==> src/logic/amc_pkg.sv <==
// register map, field layout and reset values of the converter control block
package amc_pkg;
	localparam logic [7:0] ADDR_MUX    = 8'hD7;
	localparam logic [7:0] ADDR_IRQ    = 8'hD8;
	localparam logic [7:0] ADDR_RES_L  = 8'hD9;
	localparam logic [7:0] ADDR_RES_M  = 8'hDA;
	localparam logic [7:0] ADDR_RES_H  = 8'hDB;
	localparam logic [7:0] ADDR_FRONT  = 8'hDC;
	localparam logic [7:0] ADDR_CODING = 8'hDD;

	localparam logic [7:0] RST_MUX    = 8'h01;
	localparam logic [7:0] RST_IRQ    = 8'h40;
	localparam logic [7:0] RST_RES    = 8'h00;
	localparam logic [7:0] RST_FRONT  = 8'h30;
	localparam logic [7:0] RST_CODING = 8'h00;

	// fixed bits of the interrupt register: bit 6 reads one, 7 and 2..0 zero
	localparam logic [7:0] IRQ_FIXED   = 8'h40;
	localparam int         IRQ_AUX_EN  = 5;
	localparam int         IRQ_AUX_FLG = 4;
	localparam int         IRQ_WDT_FLG = 3;

	localparam int FRONT_BOD   = 6;
	localparam int FRONT_VREF  = 5;
	localparam int FRONT_REFERENCE_LEVEL_HIGH = 4;
	localparam int FRONT_BUF   = 3;
	localparam int FRONT_GAIN  = 0;

	localparam int CODING_SUMERR = 7;
	localparam int CODING_POL    = 6;
	localparam int CODING_SM     = 4;
	localparam int CODING_CAL    = 0;

	localparam logic [3:0] CODE_NEG_REF_A = 4'h6;
	localparam logic [3:0] CODE_NEG_REF_B = 4'h7;
	localparam logic [3:0] CODE_COMMON    = 4'h8;
	localparam logic [7:0] MUX_TEMP       = 8'hFF;
	localparam int         SEL_NEG_REF    = 6;
	localparam int         SEL_COMMON     = 7;

	typedef enum logic [1:0] {
		AMC_FILT_AUTO,
		AMC_FILT_FAST,
		AMC_FILT_SINC2,
		AMC_FILT_SINC3
	} amc_filter_e;

	typedef enum logic [2:0] {
		AMC_CAL_NONE,
		AMC_CAL_SELF_BOTH,
		AMC_CAL_SELF_OFS,
		AMC_CAL_SELF_GAIN,
		AMC_CAL_SYS_OFS,
		AMC_CAL_SYS_GAIN,
		AMC_CAL_RSVD6,
		AMC_CAL_RSVD7
	} amc_cal_e;
endpackage

==> src/logic/amc_ctrl.sv <==
// converter control registers, result bytes and interrupt flags on the SFR bus
// Behaviour
// - upper mux nibble picks positive input: 0-5 analog, 6-7 neg ref, 8 common
// - lower mux nibble picks negative input with the same codes
// - temperature sensor connects only when the mux register is all ones
// - aux interrupt enable gates aux interrupt and is clear after reset
// - aux flag holds until software clears it; still set means interrupt again
// - software writing one to aux flag raises aux interrupt when enabled
// - watchdog flag in bit 3 holds until cleared; software set requests interrupt
// - watchdog interrupt only while watchdog reset action is disabled
// - reading the low result byte clears the converter interrupt request
// - result shown as low, middle, high byte; 16-bit variant top in middle
// - 16-bit variant high byte is sign fill bipolar, zero otherwise
// - bit 6 of front control turns on open input detect currents
// - bit 5 powers internal reference, set after reset
// - bit 4 picks reference level, one is high level and reset value
// - bit 3 enables input buffer, clear after reset
// - three-bit gain code selects gain one to 128 in powers of two
// - summation error bit sets on invalid sum, clears only by writing zero
// - polarity bit: zero bipolar, one unipolar, for result and summation
// - bipolar two's complement; unipolar zero to all ones, negative clamps zero
// - two-bit settling field picks auto, fast, sinc2 or sinc3 filter
// - writing calibration field starts that calibration; top two codes reserved
// - calibration field always reads back as zero
`timescale 1ns/1ps
`default_nettype none
module amc_ctrl
	import amc_pkg::*;
#(
	parameter int RESULT_BITS = 24
)(
	input  wire logic        ref_clk,          // system clock, 200 MHz
	input  wire logic        rstn,             // async reset, active low
	input  wire logic [7:0]  sfr_addr,         // SFR address
	input  wire logic        sfr_wr,           // write strobe
	input  wire logic        sfr_rd,           // read strobe
	input  wire logic [7:0]  sfr_wdata,        // write data
	output logic      [7:0]  sfr_rdata,        // read data, one cycle later
	input  wire logic        conv_done,        // conversion ready pulse
	input  wire logic [23:0] conv_data,        // signed filter output
	input  wire logic        sum_invalid,      // summation overflow pulse
	input  wire logic        aux_event,        // aux source event pulse
	input  wire logic        wdt_event,        // watchdog timeout pulse
	input  wire logic        wdt_irq_en,       // watchdog interrupt enable
	input  wire logic        wdt_reset_on,     // watchdog reset action enabled
	output logic      [7:0]  pos_select,       // positive input switches
	output logic      [7:0]  neg_select,       // negative input switches
	output logic             temp_sensor_on,   // temperature sensor routed
	output logic             open_input_detect,      // burnout currents on
	output logic             internal_reference_on,  // reference powered
	output logic             reference_level_high,   // high reference level
	output logic             input_buffer_on,        // input buffer on
	output logic      [7:0]  gain_factor,      // amplifier gain, 1 to 128
	output logic             result_coding_select,   // 1 unipolar
	output amc_filter_e      filter_settling_select, // digital filter
	output logic             cal_start,        // calibration start pulse
	output amc_cal_e         calibration_command,    // calibration kind
	output logic             adc_irq_req,      // converter interrupt request
	output logic             aux_irq,          // aux interrupt request
	output logic             wdt_irq           // watchdog interrupt request
);
	localparam int RB = RESULT_BITS;

	logic [7:0]  mux_reg;
	logic [7:0]  front_reg;
	logic        sum_err_reg;
	logic        pol_reg;
	logic [1:0]  sm_reg;
	logic        aux_en_reg;
	logic        aux_flag_reg;
	logic        wdt_flag_reg;
	logic [23:0] result_reg;
	logic [23:0] result_next;
	logic [23:0] coded;
	logic        adc_irq_reg;
	logic [7:0]  gain_reg;
	logic [7:0]  rdata_next;
	logic        temp_reg;
	logic        cal_start_reg;
	amc_cal_e    cal_cmd_reg;

	logic wr_mux;
	logic wr_irq;
	logic wr_front;
	logic wr_coding;
	logic rd_low;

	assign wr_mux    = sfr_wr && sfr_addr == ADDR_MUX;
	assign wr_irq    = sfr_wr && sfr_addr == ADDR_IRQ;
	assign wr_front  = sfr_wr && sfr_addr == ADDR_FRONT;
	assign wr_coding = sfr_wr && sfr_addr == ADDR_CODING;
	assign rd_low    = sfr_rd && sfr_addr == ADDR_RES_L;

	always_ff @(posedge ref_clk or negedge rstn) begin
		if (!rstn)
			mux_reg <= RST_MUX;
		else if (wr_mux)
			mux_reg <= sfr_wdata;
	end

	// both nibbles blocked while the sensor owns the converter
	amc_chan_decode u_pos (
		.ref_clk (ref_clk),
		.rstn    (rstn),
		.code    (mux_reg[7:4]),
		.blocked (mux_reg == MUX_TEMP),
		.rst_sel (8'h01),
		.sel     (pos_select)
	);

	amc_chan_decode u_neg (
		.ref_clk (ref_clk),
		.rstn    (rstn),
		.code    (mux_reg[3:0]),
		.blocked (mux_reg == MUX_TEMP),
		.rst_sel (8'h02),
		.sel     (neg_select)
	);

	always_ff @(posedge ref_clk or negedge rstn) begin
		if (!rstn)
			temp_reg <= 1'b0;
		else
			temp_reg <= mux_reg == MUX_TEMP;
	end
	assign temp_sensor_on = temp_reg;

	always_ff @(posedge ref_clk or negedge rstn) begin
		if (!rstn)
			front_reg <= RST_FRONT;
		else if (wr_front)
			front_reg <= {1'b0, sfr_wdata[6:0]};
	end
	assign open_input_detect     = front_reg[FRONT_BOD];
	assign internal_reference_on = front_reg[FRONT_VREF];
	assign reference_level_high  = front_reg[FRONT_REFERENCE_LEVEL_HIGH];
	assign input_buffer_on       = front_reg[FRONT_BUF];

	always_ff @(posedge ref_clk or negedge rstn) begin
		if (!rstn)
			gain_reg <= 8'h01;
		else
			gain_reg <= 8'h01 << front_reg[FRONT_GAIN +: 3];
	end
	assign gain_factor = gain_reg;

	// hardware set beats a software clear in the same cycle
	always_ff @(posedge ref_clk or negedge rstn) begin
		if (!rstn)
			sum_err_reg <= RST_CODING[CODING_SUMERR];
		else if (sum_invalid)
			sum_err_reg <= 1'b1;
		else if (wr_coding && !sfr_wdata[CODING_SUMERR])
			sum_err_reg <= 1'b0;
	end

	always_ff @(posedge ref_clk or negedge rstn) begin
		if (!rstn) begin
			pol_reg <= RST_CODING[CODING_POL];
			sm_reg  <= RST_CODING[CODING_SM +: 2];
		end else if (wr_coding) begin
			pol_reg <= sfr_wdata[CODING_POL];
			sm_reg  <= sfr_wdata[CODING_SM +: 2];
		end
	end
	assign result_coding_select   = pol_reg;
	assign filter_settling_select = amc_filter_e'(sm_reg);

	// calibration field is write-only: it launches, it is never stored for reads
	always_ff @(posedge ref_clk or negedge rstn) begin
		if (!rstn) begin
			cal_start_reg <= 1'b0;
			cal_cmd_reg   <= AMC_CAL_NONE;
		end else begin
			cal_start_reg <= 1'b0;
			if (wr_coding && sfr_wdata[CODING_CAL +: 3] != 3'h0
			    && sfr_wdata[CODING_CAL +: 3] < 3'h6) begin
				cal_start_reg <= 1'b1;
				cal_cmd_reg   <= amc_cal_e'(sfr_wdata[CODING_CAL +: 3]);
			end
		end
	end
	assign cal_start           = cal_start_reg;
	assign calibration_command = cal_cmd_reg;

	always_ff @(posedge ref_clk or negedge rstn) begin
		if (!rstn) begin
			aux_en_reg   <= RST_IRQ[IRQ_AUX_EN];
			aux_flag_reg <= RST_IRQ[IRQ_AUX_FLG];
		end else begin
			if (wr_irq)
				aux_en_reg <= sfr_wdata[IRQ_AUX_EN];
			if (aux_event)
				aux_flag_reg <= 1'b1;
			else if (wr_irq)
				aux_flag_reg <= sfr_wdata[IRQ_AUX_FLG];
		end
	end
	assign aux_irq = aux_en_reg && aux_flag_reg;

	always_ff @(posedge ref_clk or negedge rstn) begin
		if (!rstn)
			wdt_flag_reg <= RST_IRQ[IRQ_WDT_FLG];
		else if (wdt_event)
			wdt_flag_reg <= 1'b1;
		else if (wr_irq)
			wdt_flag_reg <= sfr_wdata[IRQ_WDT_FLG];
	end
	// path exists only when the watchdog is not set to reset the chip
	assign wdt_irq = wdt_flag_reg && wdt_irq_en && !wdt_reset_on;

	// unipolar doubles the positive half so full scale reaches all ones
	always_comb begin
		if (!pol_reg)
			coded = conv_data;
		else if (conv_data[23])
			coded = 24'h000000;
		else
			coded = {conv_data[22:0], conv_data[22]};
		if (RB == 16) begin
			result_next[15:0]  = coded[23:8];
			result_next[23:16] = (!pol_reg && coded[23]) ? 8'hFF : 8'h00;
		end else begin
			result_next = coded;
		end
	end

	always_ff @(posedge ref_clk or negedge rstn) begin
		if (!rstn)
			result_reg <= {RST_RES, RST_RES, RST_RES};
		else if (conv_done)
			result_reg <= result_next;
	end

	// a new sample in the read cycle keeps the request pending
	always_ff @(posedge ref_clk or negedge rstn) begin
		if (!rstn)
			adc_irq_reg <= 1'b0;
		else if (conv_done)
			adc_irq_reg <= 1'b1;
		else if (rd_low)
			adc_irq_reg <= 1'b0;
	end
	assign adc_irq_req = adc_irq_reg;

	always_comb begin
		case (sfr_addr)
			ADDR_MUX:    rdata_next = mux_reg;
			ADDR_IRQ:    rdata_next = IRQ_FIXED | {2'b00, aux_en_reg, aux_flag_reg,
			                                      wdt_flag_reg, 3'b000};
			ADDR_RES_L:  rdata_next = result_reg[7:0];
			ADDR_RES_M:  rdata_next = result_reg[15:8];
			ADDR_RES_H:  rdata_next = result_reg[23:16];
			ADDR_FRONT:  rdata_next = front_reg;
			ADDR_CODING: rdata_next = {sum_err_reg, pol_reg, sm_reg, 4'h0};
			default:     rdata_next = 8'h00;
		endcase
	end

	always_ff @(posedge ref_clk or negedge rstn) begin
		if (!rstn)
			sfr_rdata <= 8'h00;
		else if (sfr_rd)
			sfr_rdata <= rdata_next;
	end
endmodule
`default_nettype wire

==> src/logic/amc_chan_decode.sv <==
// one multiplexer nibble turned into a registered one-hot input switch set
`timescale 1ns/1ps
`default_nettype none
module amc_chan_decode
	import amc_pkg::*;
(
	input  wire logic       ref_clk, // system clock
	input  wire logic       rstn,    // async reset, active low
	input  wire logic [3:0] code,    // selection nibble
	input  wire logic       blocked, // temperature sensor owns the input
	input  wire logic [7:0] rst_sel, // switch set input, unused; reset clears sel
	output logic      [7:0] sel      // 0-5 analog, 6 neg reference, 7 common
);
	logic [7:0] sel_next;

	always_comb begin
		sel_next = 8'h00;
		if (!blocked) begin
			if (code < 4'h6)
				sel_next[code[2:0]] = 1'b1;
			else if (code == CODE_NEG_REF_A || code == CODE_NEG_REF_B)
				sel_next[SEL_NEG_REF] = 1'b1;
			else if (code == CODE_COMMON)
				sel_next[SEL_COMMON] = 1'b1;
		end
	end

	// reset clears every switch to zero; the rst_sel input is never used
	always_ff @(posedge ref_clk or negedge rstn) begin
		if (!rstn)
			sel <= 8'h00;
		else
			sel <= sel_next;
	end
endmodule
`default_nettype wire

==> config.mk <==
export PLATFORM = sky130hd
export DESIGN_NAME = amc_ctrl
export DESIGN_NICKNAME = d
export VERILOG_FILES = /design/src/logic/amc_pkg.sv /design/src/logic/amc_ctrl.sv /design/src/logic/amc_chan_decode.sv
export SDC_FILE = /design/constraint.sdc
export NUM_CORES = 1
export LEC_CHECK = 0
export ABC_AREA = 0
export CORE_MARGIN = 4
export CORE_UTILIZATION = 23
export DETAILED_ROUTE_END_ITERATION = 12
export DONT_BUFFER_PORTS = 1
export GPL_TIMING_DRIVEN = 0
export PLACE_DENSITY = 0.39
export SETUP_SLACK_MARGIN = 0.1
export SLEW_MARGIN = 10
export SYNTH_ARGS = -nofsm -noshare
export SYNTH_HDL_FRONTEND = slang
export SYNTH_SLANG_ARGS = --single-unit
==> constraint.sdc <==
create_clock -name ref_clk -period 1.1 [get_ports ref_clk]
set_input_delay 0.22 -clock ref_clk [delete_from_list [all_inputs] [get_ports ref_clk]]
set_output_delay 0.22 -clock ref_clk [all_outputs]
set_load 0.05 [all_outputs]
---- Word level (Yosys, flattened, before mapping) ----
Cells that the tools add are included.
storage, ports and cells
  register bits after elaboration ......... 84
  input port bits ......................... 50
  logic and storage cells ................. 89
operators by class
  order comparisons ....................... 7
  equality and inequality tests ........... 14
  shift operators ......................... 1
  mux-type cells .......................... 28
  reductions and logical operators ........ 22
operators by type and width
  operator                                                               count
  8-bit equality test, second input constant                             8
  8-bit case mux with 7 select lines                                     1
  24-bit two-way mux                                                     2
  1-bit two-way mux                                                      17
  4-bit by 3-bit equality test with 1-bit output, second input constant  4
  8-bit two-way mux                                                      2
  1-bit logical AND                                                      13
  6-bit two-way mux                                                      2
  4-bit equality test, second input constant                             2
  3-bit by 4-bit < comparator with 1-bit output, second input constant   2
  4-bit by 3-bit < comparator with 1-bit output, second input constant   2
  2-bit nonzero test                                                     4
  1-bit by 3-bit left shift with 8-bit output, first input constant      1
  1-bit demux with 3-bit select                                          2
  3-bit by 1-bit >= comparator with 1-bit output, second input constant  2
  2-bit two-way mux                                                      2
  3-bit < comparator, second input constant                              1
  3-bit nonzero test                                                     1
  1-bit zero test                                                        2
  1-bit logical OR                                                       2

---- Longest topological paths before layout ----
Gate-level depths: netlist (run 1).
  depth in word-level cells ............... 6
  gate-level depth with buffers ........... 6
  depth with buffers taken out ............ 4

---- Cells and area by module ----
Synthesis (run 1) repeated with hierarchy kept, for this count alone.
second synthesis, totals
  cells, all modules ...................... 368
  area total of the unflattened synthesis .. 3921.3 um^2
by module, submodules not included
  module           instances  cells each  area each (um^2)  seq. area each (um^2)
  amc_ctrl         1          324         3338.2            1706.6
  amc_chan_decode  2          22          291.5             200.2

---- Least setup slack after synthesis (run 1) ----
No wires, ideal clock.
  path kind ............................... register to register
  from .................................... register pol_reg (netlist: result_coding_select)
  to ...................................... register result_reg[10]
  library setup time ...................... 0.077 ns
  arrival time ............................ 1.455 ns
  required time ........................... 1.023 ns
  slack ................................... -0.432 ns
  cell stages (with the launch flop) ...... 5
  period minus slack after synthesis ...... 1.532 ns
  path through ............................ dfrtp_1 -> nor2b_1 -> buf_2 -> a21oi_1 -> a21oi_1
between the ends
  longest elaborated chain between the ends .. 1
RTL lines
  element                 line             source
  from (decl)             amc_ctrl.sv:67   logic pol_reg;
  from (signal assigned)  amc_ctrl.sv:159  pol_reg <= RST_CODING[CODING_POL];
  from (signal assigned)  amc_ctrl.sv:162  pol_reg <= sfr_wdata[CODING_POL];
  24-bit two-way mux      amc_ctrl.sv:214  if (!pol_reg)
  to (signal assigned)    amc_ctrl.sv:230  result_reg <= {RST_RES, RST_RES, RST_RES};
  to (signal assigned)    amc_ctrl.sv:232  result_reg <= result_next;
  to (decl)               amc_ctrl.sv:72   logic [23:0] result_reg;
No other way between the ends.
A chain may end at the register's enable or synchronous reset.

---- Worst setup path in the final report (run 1) ----
  from .................................... register sm_reg[0] (netlist: filter_settling_select[0])
  to ...................................... register sfr_rdata[4]
between the ends
  longest elaborated chain between the ends .. 1
RTL lines
  element                             line             source
  from (decl)                         amc_ctrl.sv:68   logic [1:0] sm_reg;
  from (signal assigned)              amc_ctrl.sv:160  sm_reg <= RST_CODING[CODING_SM +: 2];
  from (signal assigned)              amc_ctrl.sv:163  sm_reg <= sfr_wdata[CODING_SM +: 2];
  8-bit case mux with 7 select lines  amc_ctrl.sv:247  case (sfr_addr)
  to (signal assigned)                amc_ctrl.sv:264  sfr_rdata <= rdata_next;
  to (decl)                           amc_ctrl.sv:38   output logic [7:0] sfr_rdata,
No other way between the ends.

==> results of run 1 <==
-- power by group through the flow --
stage | Combinational [mW] | Sequential (mW) | Clock (mW)
finish | 0.844 | 3.63 | 3.03
global route | 0.920 | 3.65 | 3.30
CTS | 0.716 | 3.63 | 3.14
detailed placement | 0.622 | 3.64 | 0
floorplan | 0.493 | 3.58 | 0
global placement | 0.616 | 3.64 | 0
-- kinds of logic (layout without fill, tap and decap cells) --
group | count (synthesis) | in the layout | synth area share [%]
flip-flops | 84 | 84 | 53.0
AND/OR/NAND/NOR | 149 | 149 | 21.9
AO/OA/AOI/OAI | 97 | 97 | 14.7
multiplexers | 22 | 22 | 6.20
buffers and inverters | 38 | 81 | 4.19
-- worst paths after layout --
check	start	endpoint	slack (ns)	depth (start not counted)
min in group ref_clk	sfr_wdata[5]	mux_reg[5]	0.02	1
max	filter_settling_select[0]	sfr_rdata[4]	-0.35	4
min reg2reg	result_reg[22]	result_reg[22]	0.50	1
max in group asynchronous	rstn	gain_factor[0]	1.31	0
max reg2reg	filter_settling_select[0]	sfr_rdata[4]	-0.35	4
min	rstn	u_pos.sel[6]	-0.43	0
-- worst reg2reg max path: stages, from the launching register on --
cell and delay (ns):
sky130_fd_sc_hd__dfrtp_2 0.53, sky130_fd_sc_hd__mux2_4 0.30, sky130_fd_sc_hd__a32o_2 0.23, sky130_fd_sc_hd__o211ai_1 0.18, sky130_fd_sc_hd__a31oi_1 0.10
-- stage by stage --
stage | util (%) | hold WS [ns] | power [mW] | worst slack, ns
after CTS | 31.1 | -0.446 | 7.48 | -0.368
after global routing | 33.5 | -0.453 | 7.87 | -0.425
final | 33.5 | -0.428 | 7.51 | -0.352
after detailed placement | 26.6 | -0.0712 | 4.26 | -0.412
after floorplan | - | -0.0756 | 4.07 | -0.237
after global placement | 26.6 | -0.0712 | 4.26 | -0.411
-- repair_timing --
action | in CTS | in global routing
pin swaps | 20 | 20
setup endpoints to repair | 115 | 107
resized for setup | 85 | 69
setup buffers | 21 | 8
gates cloned | 1 | 1
hold endpoints to repair | 89 | 84
-- area by class of cell --
type	count	area [µm²]	area share [%]
Timing Repair Buffer	35	360	6.41
Clock inverter	4	50.0	0.890
Tap cell	220	275	4.90
Buffer	22	203	3.61
Inverter	8	30.0	0.534
Sequential cell	84	2170	38.6
Multi-Input combinational cell	268	2290	40.7
Clock buffer	12	246	4.38
-- cell usage in the layout (no fill, tap or decap), types with 5 or more instances in the layout --
cell                            synthesis  final
sky130_fd_sc_hd__nand2_1               21     15
sky130_fd_sc_hd__nor3b_1                7      7
sky130_fd_sc_hd__clkbuf_16              0     11
sky130_fd_sc_hd__nand2b_1               5      5
sky130_fd_sc_hd__a21oi_4                0     18
sky130_fd_sc_hd__clkbuf_1              18      8
sky130_fd_sc_hd__buf_6                  1      9
sky130_fd_sc_hd__dfrtp_2                0     41
sky130_fd_sc_hd__buf_4                  1     18
sky130_fd_sc_hd__nor2_1                36     34
sky130_fd_sc_hd__a21oi_2                0     27
sky130_fd_sc_hd__o21ai_0                9      6
sky130_fd_sc_hd__dfrtp_1               80     38
sky130_fd_sc_hd__a21oi_1               56     11
sky130_fd_sc_hd__inv_1                  7      6
sky130_fd_sc_hd__nand4b_1               5      5
sky130_fd_sc_hd__buf_2                  9      6
sky130_fd_sc_hd__mux2_4                 0     12
sky130_fd_sc_hd__mux2_2                21      9
sky130_fd_sc_hd__nor3_1                 9      5
sky130_fd_sc_hd__nor2b_1               27     22
sky130_fd_sc_hd__dlygate4sd3_1          0      5
sky130_fd_sc_hd__nand3b_1               8      8
-- per-layer routing --
layer  vias to the layer above  GRT usage [%]
li1                       1466              -
met1                      1582           16.5
met2                        73           22.7
met3                         9           4.73
met4                         0           3.09
met5                         -              0
==> flow_summary.toml, run 1 <==
[cts]
cts_tree = "done"
worst_setup_hold_path_clk_slew_ns = 0.06
cts_inserted_buffers = 9
cts.root.buffer_cell = "sky130_fd_sc_hd__clkbuf_16"
cts_num_sinks = 84
skew_pair_late_insertion_delay_ns = 0.34
hold_buffers = 5
h-tree-depth = 3
ctsLongestPathBuffers = 2

[detailed_routing]
drt-initial-drc-count = 144
vias = 3130
wl_met3_um = 892
drt_pass1_iterations = 4
detail_route.drc_violations = 0
detail-route-antenna-nets = 0
detail_route.wirelength.met1_um = 5390
highest_layer = "met4"
viasPerCell = 4.79
routed-wl-met2_um = 6570
wl_um = 13000
routed_wire_length_per_instance_um = 19.9

[placement]
place.gp.congestion = 0.799
place_area_um2 = 4450
place.port_buffers = 0
placed_cells = 610
dp_hpwl_um = 9220

[yosys]
yosys_register_bits = 84
yosysUniqueCellTypes = 54
synthesis.area_per_instance_um2 = 10.2
ys_top_cells_by_area = "sky130_fd_sc_hd__dfrtp_1 (50%), sky130_fd_sc_hd__a21oi_1 (7.1%), sky130_fd_sc_hd__mux2_2 (5.9%), sky130_fd_sc_hd__nor2b_1 (4.2%), sky130_fd_sc_hd__nor2_1 (3.4%)"
synth-main-ff-cell = "sky130_fd_sc_hd__dfrtp_1"
seq_area_frac_synth_pct = 53.0
synth.top_cells.by_count = "sky130_fd_sc_hd__dfrtp_1 (80), sky130_fd_sc_hd__a21oi_1 (56), sky130_fd_sc_hd__nor2_1 (36), sky130_fd_sc_hd__nor2b_1 (27)"
postSynthCellCount = 390
synthesis.yosys.warnings = 0
yosysMostFrequentCell = "sky130_fd_sc_hd__dfrtp_1"
synthArstFlopShare_pct = 100
synth_area_leader_cell = "sky130_fd_sc_hd__dfrtp_1"
mappedNetlistNets = 440
synth_area_um2 = 3980
proportion_of_netlist_area_held_by_the_largest_area_contributor_pct = 50.4
number_of_flops_mapped_to_enable_cells_by_yosys = 0

[worst_setup_path]
crit_path_cell_trace = "mux2_4 -> a32o_2 -> o211ai_1 -> a31oi_1"
critical_path.n_buffers_inverters = 0
worstPathMaxFanout = 3
cp.required_ns = 1.32
timing.critical_path.max_delay_family = "flip-flops"
worst-setup-path-type = "reg2reg"
worstSetupEndpointType = "register"
critical_path.slowest_cell = "sky130_fd_sc_hd__dfrtp_2"
timing.critical_path.arrival_ns = 1.68
cp_slowest_stage_delay_ns = 0.53
start_kind = "register"

[sta]
finalCriticalPeriod_ns = 1.45
count_of_final_hold_check_violations = 84
worst_pin_slew_ns = 0.717
setup_slack_ns = -0.352
tns_ns = -9.86
hold_slack_ns = -0.428
rsz0062_at_grt = "yes"
final.period_utilization_pct = 132
timing.max_slew.rel_slack_pct = 52.2
max_clock_freq_ghz = 0.689
fin_worst_skew_ns = 0.00632
final_max_slew_viol_count = 0
final-setup-viol-count = 51

[global_route]
global_route_wire_length_before_repair_um = 19900
globalRouteOverflowTotal = 0
largest_net_degree_at_the_start_of_global_routing = 85
grt.total_usage_pct = 13.4
grt_pass1_vias = 3345
antenna_found_initial = 0

[run_status]
outcome = "finished with violations"
violated_checks = "hold timing, setup timing"

[floorplan]
die-width_um = 139
row_count = 47
die-height_um = 139
ios = 97
dieArea_um2 = 19500
design.core.area_um2 = 16800
initial_utilization_pct = 23.7

[layout]
largest_reg_flops = 24
ant_diodes = 0
final_nets = 478
fillers = 1743
stdcell_area_um2 = 5620
area_delta_synth_final_pct = 41.4
ratio_of_cells_with_drive_above_1_in_the_final_layout_pct = 49.4
final_cells = 653

[min_path]
worstHoldPathType = "in2async"

[power_and_ir_drop]
ir_worst_vdd_v = 0.000796
seq_power_share_pct = 48.3
cellPowerDensity_nw_per_um2 = 1340
p_clk_share_pct = 40.4
cellLeakagePower_nw = 2.20
total_switching_power_mw = 2.00
pwr-share-comb_pct = 11.2
power.share.switching_pct = 26.7
internal-power_mw = 5.50

[flow_run]
cap_violations = 0
Power figures use the tool's default switching activity.
==> run 2: changes to the inputs <==
--- a/config.mk
+++ b/config.mk
@@ -6,12 +6,12 @@
 export NUM_CORES = 1
 export LEC_CHECK = 0
 export ABC_AREA = 0
+export BUFFER_PORTS_ARGS = -buffer_cell sky130_fd_sc_hd__buf_4
 export CORE_MARGIN = 4
 export CORE_UTILIZATION = 23
 export DETAILED_ROUTE_END_ITERATION = 12
-export DONT_BUFFER_PORTS = 1
 export GPL_TIMING_DRIVEN = 0
-export PLACE_DENSITY = 0.39
+export PLACE_DENSITY = 0.44
 export SETUP_SLACK_MARGIN = 0.1
 export SLEW_MARGIN = 10
 export SYNTH_ARGS = -nofsm -noshare
==> run 2 against run 1 <==
  * The flow still finishes with violations (hold timing, setup timing)
  * Hold slack better by 0.34 ns
  * Power rose by 4.1%
  * Cell count grew 16%
  * Clock power shrank 1%
  * Design area rose by 14%
  * Highest routed layer unchanged
  * Critical endpoint unchanged
==> flow_summary.toml, run 2 (synthesized netlist as in run 1, its figures left out) <==
[run_status]
outcome = "finished with violations"
violated_checks = "hold timing, setup timing"

[placement]
place.gp.congestion = 0.823
place.port_buffers = 94
dp_hpwl_um = 9170
detailedPlace.worstSlack_ns = -0.560
place_area_um2 = 5160

[cts]
ctsLongestPathBuffers = 2
skew_pair_late_insertion_delay_ns = 0.35
cts_num_sinks = 84
h-tree-depth = 3
hold_buffers = 0
cts.root.buffer_cell = "sky130_fd_sc_hd__clkbuf_16"
worst_setup_hold_path_clk_slew_ns = 0.06
cts_tree = "done"
cts_inserted_buffers = 9

[worst_setup_path]
timing.critical_path.arrival_ns = 1.57
reg2reg_slack_ns = -0.20
cp.required_ns = 1.37
worstPathMaxFanout = 8
critical_path.reg2reg.endpoint = "sfr_rdata[4]"
start_kind = "register"
critical_path.reg2reg.startpoint = "mux_reg[4]"
worstSetupEndpointType = "register"
worst-r2r-cell-count = 3
worst-setup-path-type = "reg2reg"

[sta]
rsz0062_at_grt = "yes"
final-setup-viol-count = 65
finalCriticalPeriod_ns = 1.30
timing.max_slew.rel_slack_pct = 48.4
tns_ns = -5.13
hold_slack_ns = -0.0904
final.period_utilization_pct = 118
worst_pin_slew_ns = 0.774
max_clock_freq_ghz = 0.772
final_max_slew_viol_count = 0
fin_worst_skew_ns = 0.00806
setup_slack_ns = -0.196
count_of_final_hold_check_violations = 80

[layout]
ant_diodes = 0
stdcell_area_um2 = 6430
area_delta_synth_final_pct = 61.7
largest_reg_flops = 24
most-common-layout-cells = "sky130_fd_sc_hd__buf_4 (72), sky130_fd_sc_hd__dfrtp_1 (67), sky130_fd_sc_hd__buf_6 (58), sky130_fd_sc_hd__nor2_1 (33), sky130_fd_sc_hd__a21oi_2 (30)"
fillers = 1702
ratio_of_cells_with_drive_above_1_in_the_final_layout_pct = 53.1
final_nets = 580
mostFrequentLayoutCell = "sky130_fd_sc_hd__buf_4"

[power_and_ir_drop]
ir_worst_vdd_v = 0.000740
total_power_mw = 7.81
cellPowerDensity_nw_per_um2 = 1220
cellLeakagePower_nw = 2.79

[detailed_routing]
detail-route-antenna-nets = 0
drt_pass1_iterations = 4
drt-initial-drc-count = 103
detail_route.drc_violations = 0
routed_wire_length_per_instance_um = 17.1
viasPerCell = 4.60
wl_um = 12900
vias = 3476

[global_route]
antenna_found_initial = 0
grt.total_usage_pct = 13.3
largest_net_degree_at_the_start_of_global_routing = 85
grt_pass1_vias = 3547
global_route_wire_length_before_repair_um = 20000
globalRouteOverflowTotal = 0

[floorplan]
die-width_um = 139
design.core.area_um2 = 16800
initial_utilization_pct = 23.7
die-height_um = 139
dieArea_um2 = 19500
row_count = 47
ios = 97

[min_path]
worstHoldPathType = "in2async"

[flow_run]
cap_violations = 0
run 2: worst max path at each step:
stage / startpoint / end / cells past startpoint
finish: mux_reg[4] / sfr_rdata[4] / 3
global route: result_reg[4] / sfr_rdata[4] / 4
CTS: result_coding_select / result_coding_select / 1
detailed placement: sfr_addr[0] / aux_flag_reg / 5
global placement: sfr_addr[0] / wdt_flag_reg / 5
floorplan: sfr_addr[1] / calibration_command[0] / 5
run 2: layout make-up:
cell class / count / area [µm²] / share of cell area (%)
inverters: 8 / 30.0 / 0.467
multi-input cells: 268 / 2180 / 33.9
clock buffers: 9 / 225 / 3.50
repair buffers: 136 / 1320 / 20.5
clock inverters: 7 / 67.6 / 1.05
well taps: 220 / 275 / 4.28
flip-flops and latches: 84 / 2130 / 33.1
plain buffers: 23 / 209 / 3.25
run 2: repair_timing:
| item | in CTS | in global routing |
|---|---|---|
| endpoints found under the hold margin | 0 | 2 |
| gates cloned | 2 | 0 |
| buffers inserted | 31 | 10 |
| pin swaps | 25 | 21 |
| setup endpoints to repair | 118 | 123 |
| resized for setup | 113 | 58 |
run 2: power by group:
group / leakage, nW / switching, mW / total [mW] / internal [mW]
sequential: 1.02 / 0.143 / 3.40 / 3.26
combinational: 1.64 / 0.790 / 1.42 / 0.631
clock: 0.137 / 1.25 / 2.99 / 1.74
run 2: per-stage QoR:
step	util, %	std cells
2_1_floorplan	-	390
3_3_place_gp	30.8	704
3_5_place_dp	30.8	704
4_1_cts	36.6	746
5_1_grt	38.4	755
6_report	38.4	755
run 2: critical path, stage by stage (launching register included):
cell                      delay [ns]
sky130_fd_sc_hd__dfrtp_1        0.55
sky130_fd_sc_hd__a32oi_1        0.18
sky130_fd_sc_hd__a211o_1        0.33
sky130_fd_sc_hd__a31oi_1        0.16
run 2: layer usage:
layer / share of wire (%) / GRT usage [%]
met1: 43 / 16.6
met2: 50 / 22.3
met3: 5.8 / 4.46
met4: 1.5 / 3.40
met5: 0 / 0
==> run 3: changes to the inputs <==
--- a/config.mk
+++ b/config.mk
@@ -7,11 +7,11 @@
 export LEC_CHECK = 0
 export ABC_AREA = 0
 export BUFFER_PORTS_ARGS = -buffer_cell sky130_fd_sc_hd__buf_4
-export CORE_MARGIN = 4
+export CORE_MARGIN = 1.5
 export CORE_UTILIZATION = 23
 export DETAILED_ROUTE_END_ITERATION = 12
 export GPL_TIMING_DRIVEN = 0
-export PLACE_DENSITY = 0.44
+export PLACE_DENSITY = 0.48
 export SETUP_SLACK_MARGIN = 0.1
 export SLEW_MARGIN = 10
 export SYNTH_ARGS = -nofsm -noshare
==> run 3 against run 2 <==
  * Non-clock buffer count is 2 lower
  * Largest power group is now the clock network
  * Highest routed layer unchanged
  * Setup slack lost 0.0092 ns
  * The run still ends with hold timing, setup timing left
  * Critical path type unchanged
  * Sequential power about the same
  * Count of clock-buffer cells in the layout is 2 higher
  * Register-to-register slack barely moved
==> flow_summary.toml, run 3 (synthesized netlist as in run 1, its figures left out) <==
[layout]
fillers = 1678
ant_diodes = 0
ratio_of_cells_with_drive_above_1_in_the_final_layout_pct = 52.9
final_cells = 753
layout.core_utilization_pct = 38.5
stdcell_area_um2 = 6460
largest_reg_flops = 24
final_nets = 578
mostFrequentLayoutCell = "sky130_fd_sc_hd__buf_4"
area_delta_synth_final_pct = 62.4
most-common-layout-cells = "sky130_fd_sc_hd__buf_4 (74), sky130_fd_sc_hd__dfrtp_1 (69), sky130_fd_sc_hd__buf_6 (56), sky130_fd_sc_hd__nor2_1 (34), sky130_fd_sc_hd__a21oi_2 (29)"

[worst_setup_path]
cp_slowest_stage_delay_ns = 0.42
timing.critical_path.max_delay_family = "compound AO/OA/AOI/OAI gates"
start_kind = "register"
worstSetupEndpointType = "register"
critical_path.slowest_cell = "sky130_fd_sc_hd__dfrtp_2"
worstPathMaxFanout = 3
crit_path_cell_trace = "mux2_4 -> a32o_2 -> o211ai_1 -> a31oi_1"
timing.critical_path.arrival_ns = 1.53
cp.required_ns = 1.33
critical_path.n_buffers_inverters = 0
reg2reg_slack_ns = -0.21
worst-setup-path-type = "reg2reg"

[power_and_ir_drop]
cellPowerDensity_nw_per_um2 = 1330
ir_worst_vdd_v = 0.000765
cellLeakagePower_nw = 2.82

[cts]
skew_pair_late_insertion_delay_ns = 0.35
cts.root.buffer_cell = "sky130_fd_sc_hd__clkbuf_16"
cts_inserted_buffers = 9
cts_num_sinks = 84
hold_buffers = 0
h-tree-depth = 3
cts_tree = "done"
ctsLongestPathBuffers = 2
worst_setup_hold_path_clk_slew_ns = 0.06

[flow_run]
cap_violations = 0

[detailed_routing]
detail-route-antenna-nets = 0
routed_wire_length_per_instance_um = 16.8
wl_um = 12600
drt-initial-drc-count = 134
vias = 3463
detail_route.drc_violations = 0
viasPerCell = 4.60
drt_pass1_iterations = 5

[sta]
tns_ns = -6.38
timing.max_slew.rel_slack_pct = 49.3
hold_slack_ns = -0.0793
setup_slack_ns = -0.205
fin_worst_skew_ns = 0.00500
rsz0062_at_grt = "yes"
worst_pin_slew_ns = 0.760
final_max_slew_viol_count = 0
count_of_final_hold_check_violations = 80
final-setup-viol-count = 59
finalCriticalPeriod_ns = 1.31
final.period_utilization_pct = 119
max_clock_freq_ghz = 0.766

[global_route]
global_route_wire_length_before_repair_um = 19600
antenna_found_initial = 0
globalRouteOverflowTotal = 0
grt.total_usage_pct = 14.4
grt_pass1_vias = 3501
largest_net_degree_at_the_start_of_global_routing = 85

[floorplan]
initial_utilization_pct = 23.7
design.core.area_um2 = 16800
row_count = 47
die-width_um = 134
ios = 97
dieArea_um2 = 18100
die-height_um = 134

[placement]
dp_hpwl_um = 8900
placed_cells = 704
place_area_um2 = 5160
place.gp.congestion = 0.811
place.port_buffers = 94

[run_status]
violated_checks = "hold timing, setup timing"
outcome = "finished with violations"

[min_path]
worstHoldPathType = "in2async"
-- run 3: metrics by stage --
stage	worst slack [ns]	total power, mW
final	-0.205	8.60
after CTS	-0.212	8.56
after global placement	-0.512	4.58
after detailed placement	-0.519	4.59
after global routing	-0.258	8.94
after floorplan	-0.237	4.07
-- run 3: what timing repair did --
action	4_1_cts	5_1_grt
endpoints found under the hold margin	0	9
setup buffers	29	12
pin swaps	23	18
setup endpoints to repair	115	117
gates resized for setup	112	57
cloned	1	1
-- run 3: worst paths after layout --
kind	depth (start not counted)	from	endpoint
setup reg to reg	4	filter_settling_select[0]	sfr_rdata[4]
hold / removal	1	rstn	u_pos.sel[1]
setup / recovery	4	filter_settling_select[0]	sfr_rdata[4]
min in group ref_clk	2	sum_invalid	sum_err_reg
hold reg to reg	1	result_reg[22]	result_reg[22]
max in group asynchronous	1	rstn	result_coding_select
-- run 3: metal layers --
layer / up-vias / routed length [µm] / track usage, %
met4: 0 / 229 / 5.62
met2: 80 / 6270 / 23.5
met1: 1703 / 5610 / 18.5
met5: - / 0 / 0
li1: 1663 / - / -
met3: 17 / 540 / 3.15
-- run 3: power by group --
group | switching, mW | total, mW | internal [mW] | leakage [nW]
Clock | 1.25 | 3.78 | 2.53 | 0.182
Sequential | 0.140 | 3.40 | 3.26 | 1.02
Combinational | 0.788 | 1.42 | 0.630 | 1.62
Total | 2.18 | 8.60 | 6.42 | 2.82
-- run 3: final cells by class --
type | instances | area [µm²] | share of cell area (%)
multi-input combinational | 268 | 2160 | 33.5
sequential | 84 | 2120 | 32.9
tap | 220 | 275 | 4.26
clock buffer | 11 | 243 | 3.76
inverter | 8 | 30.0 | 0.465
timing repair buffer | 134 | 1280 | 19.8
buffer | 23 | 215 | 3.33
clock inverter | 5 | 131 | 2.03
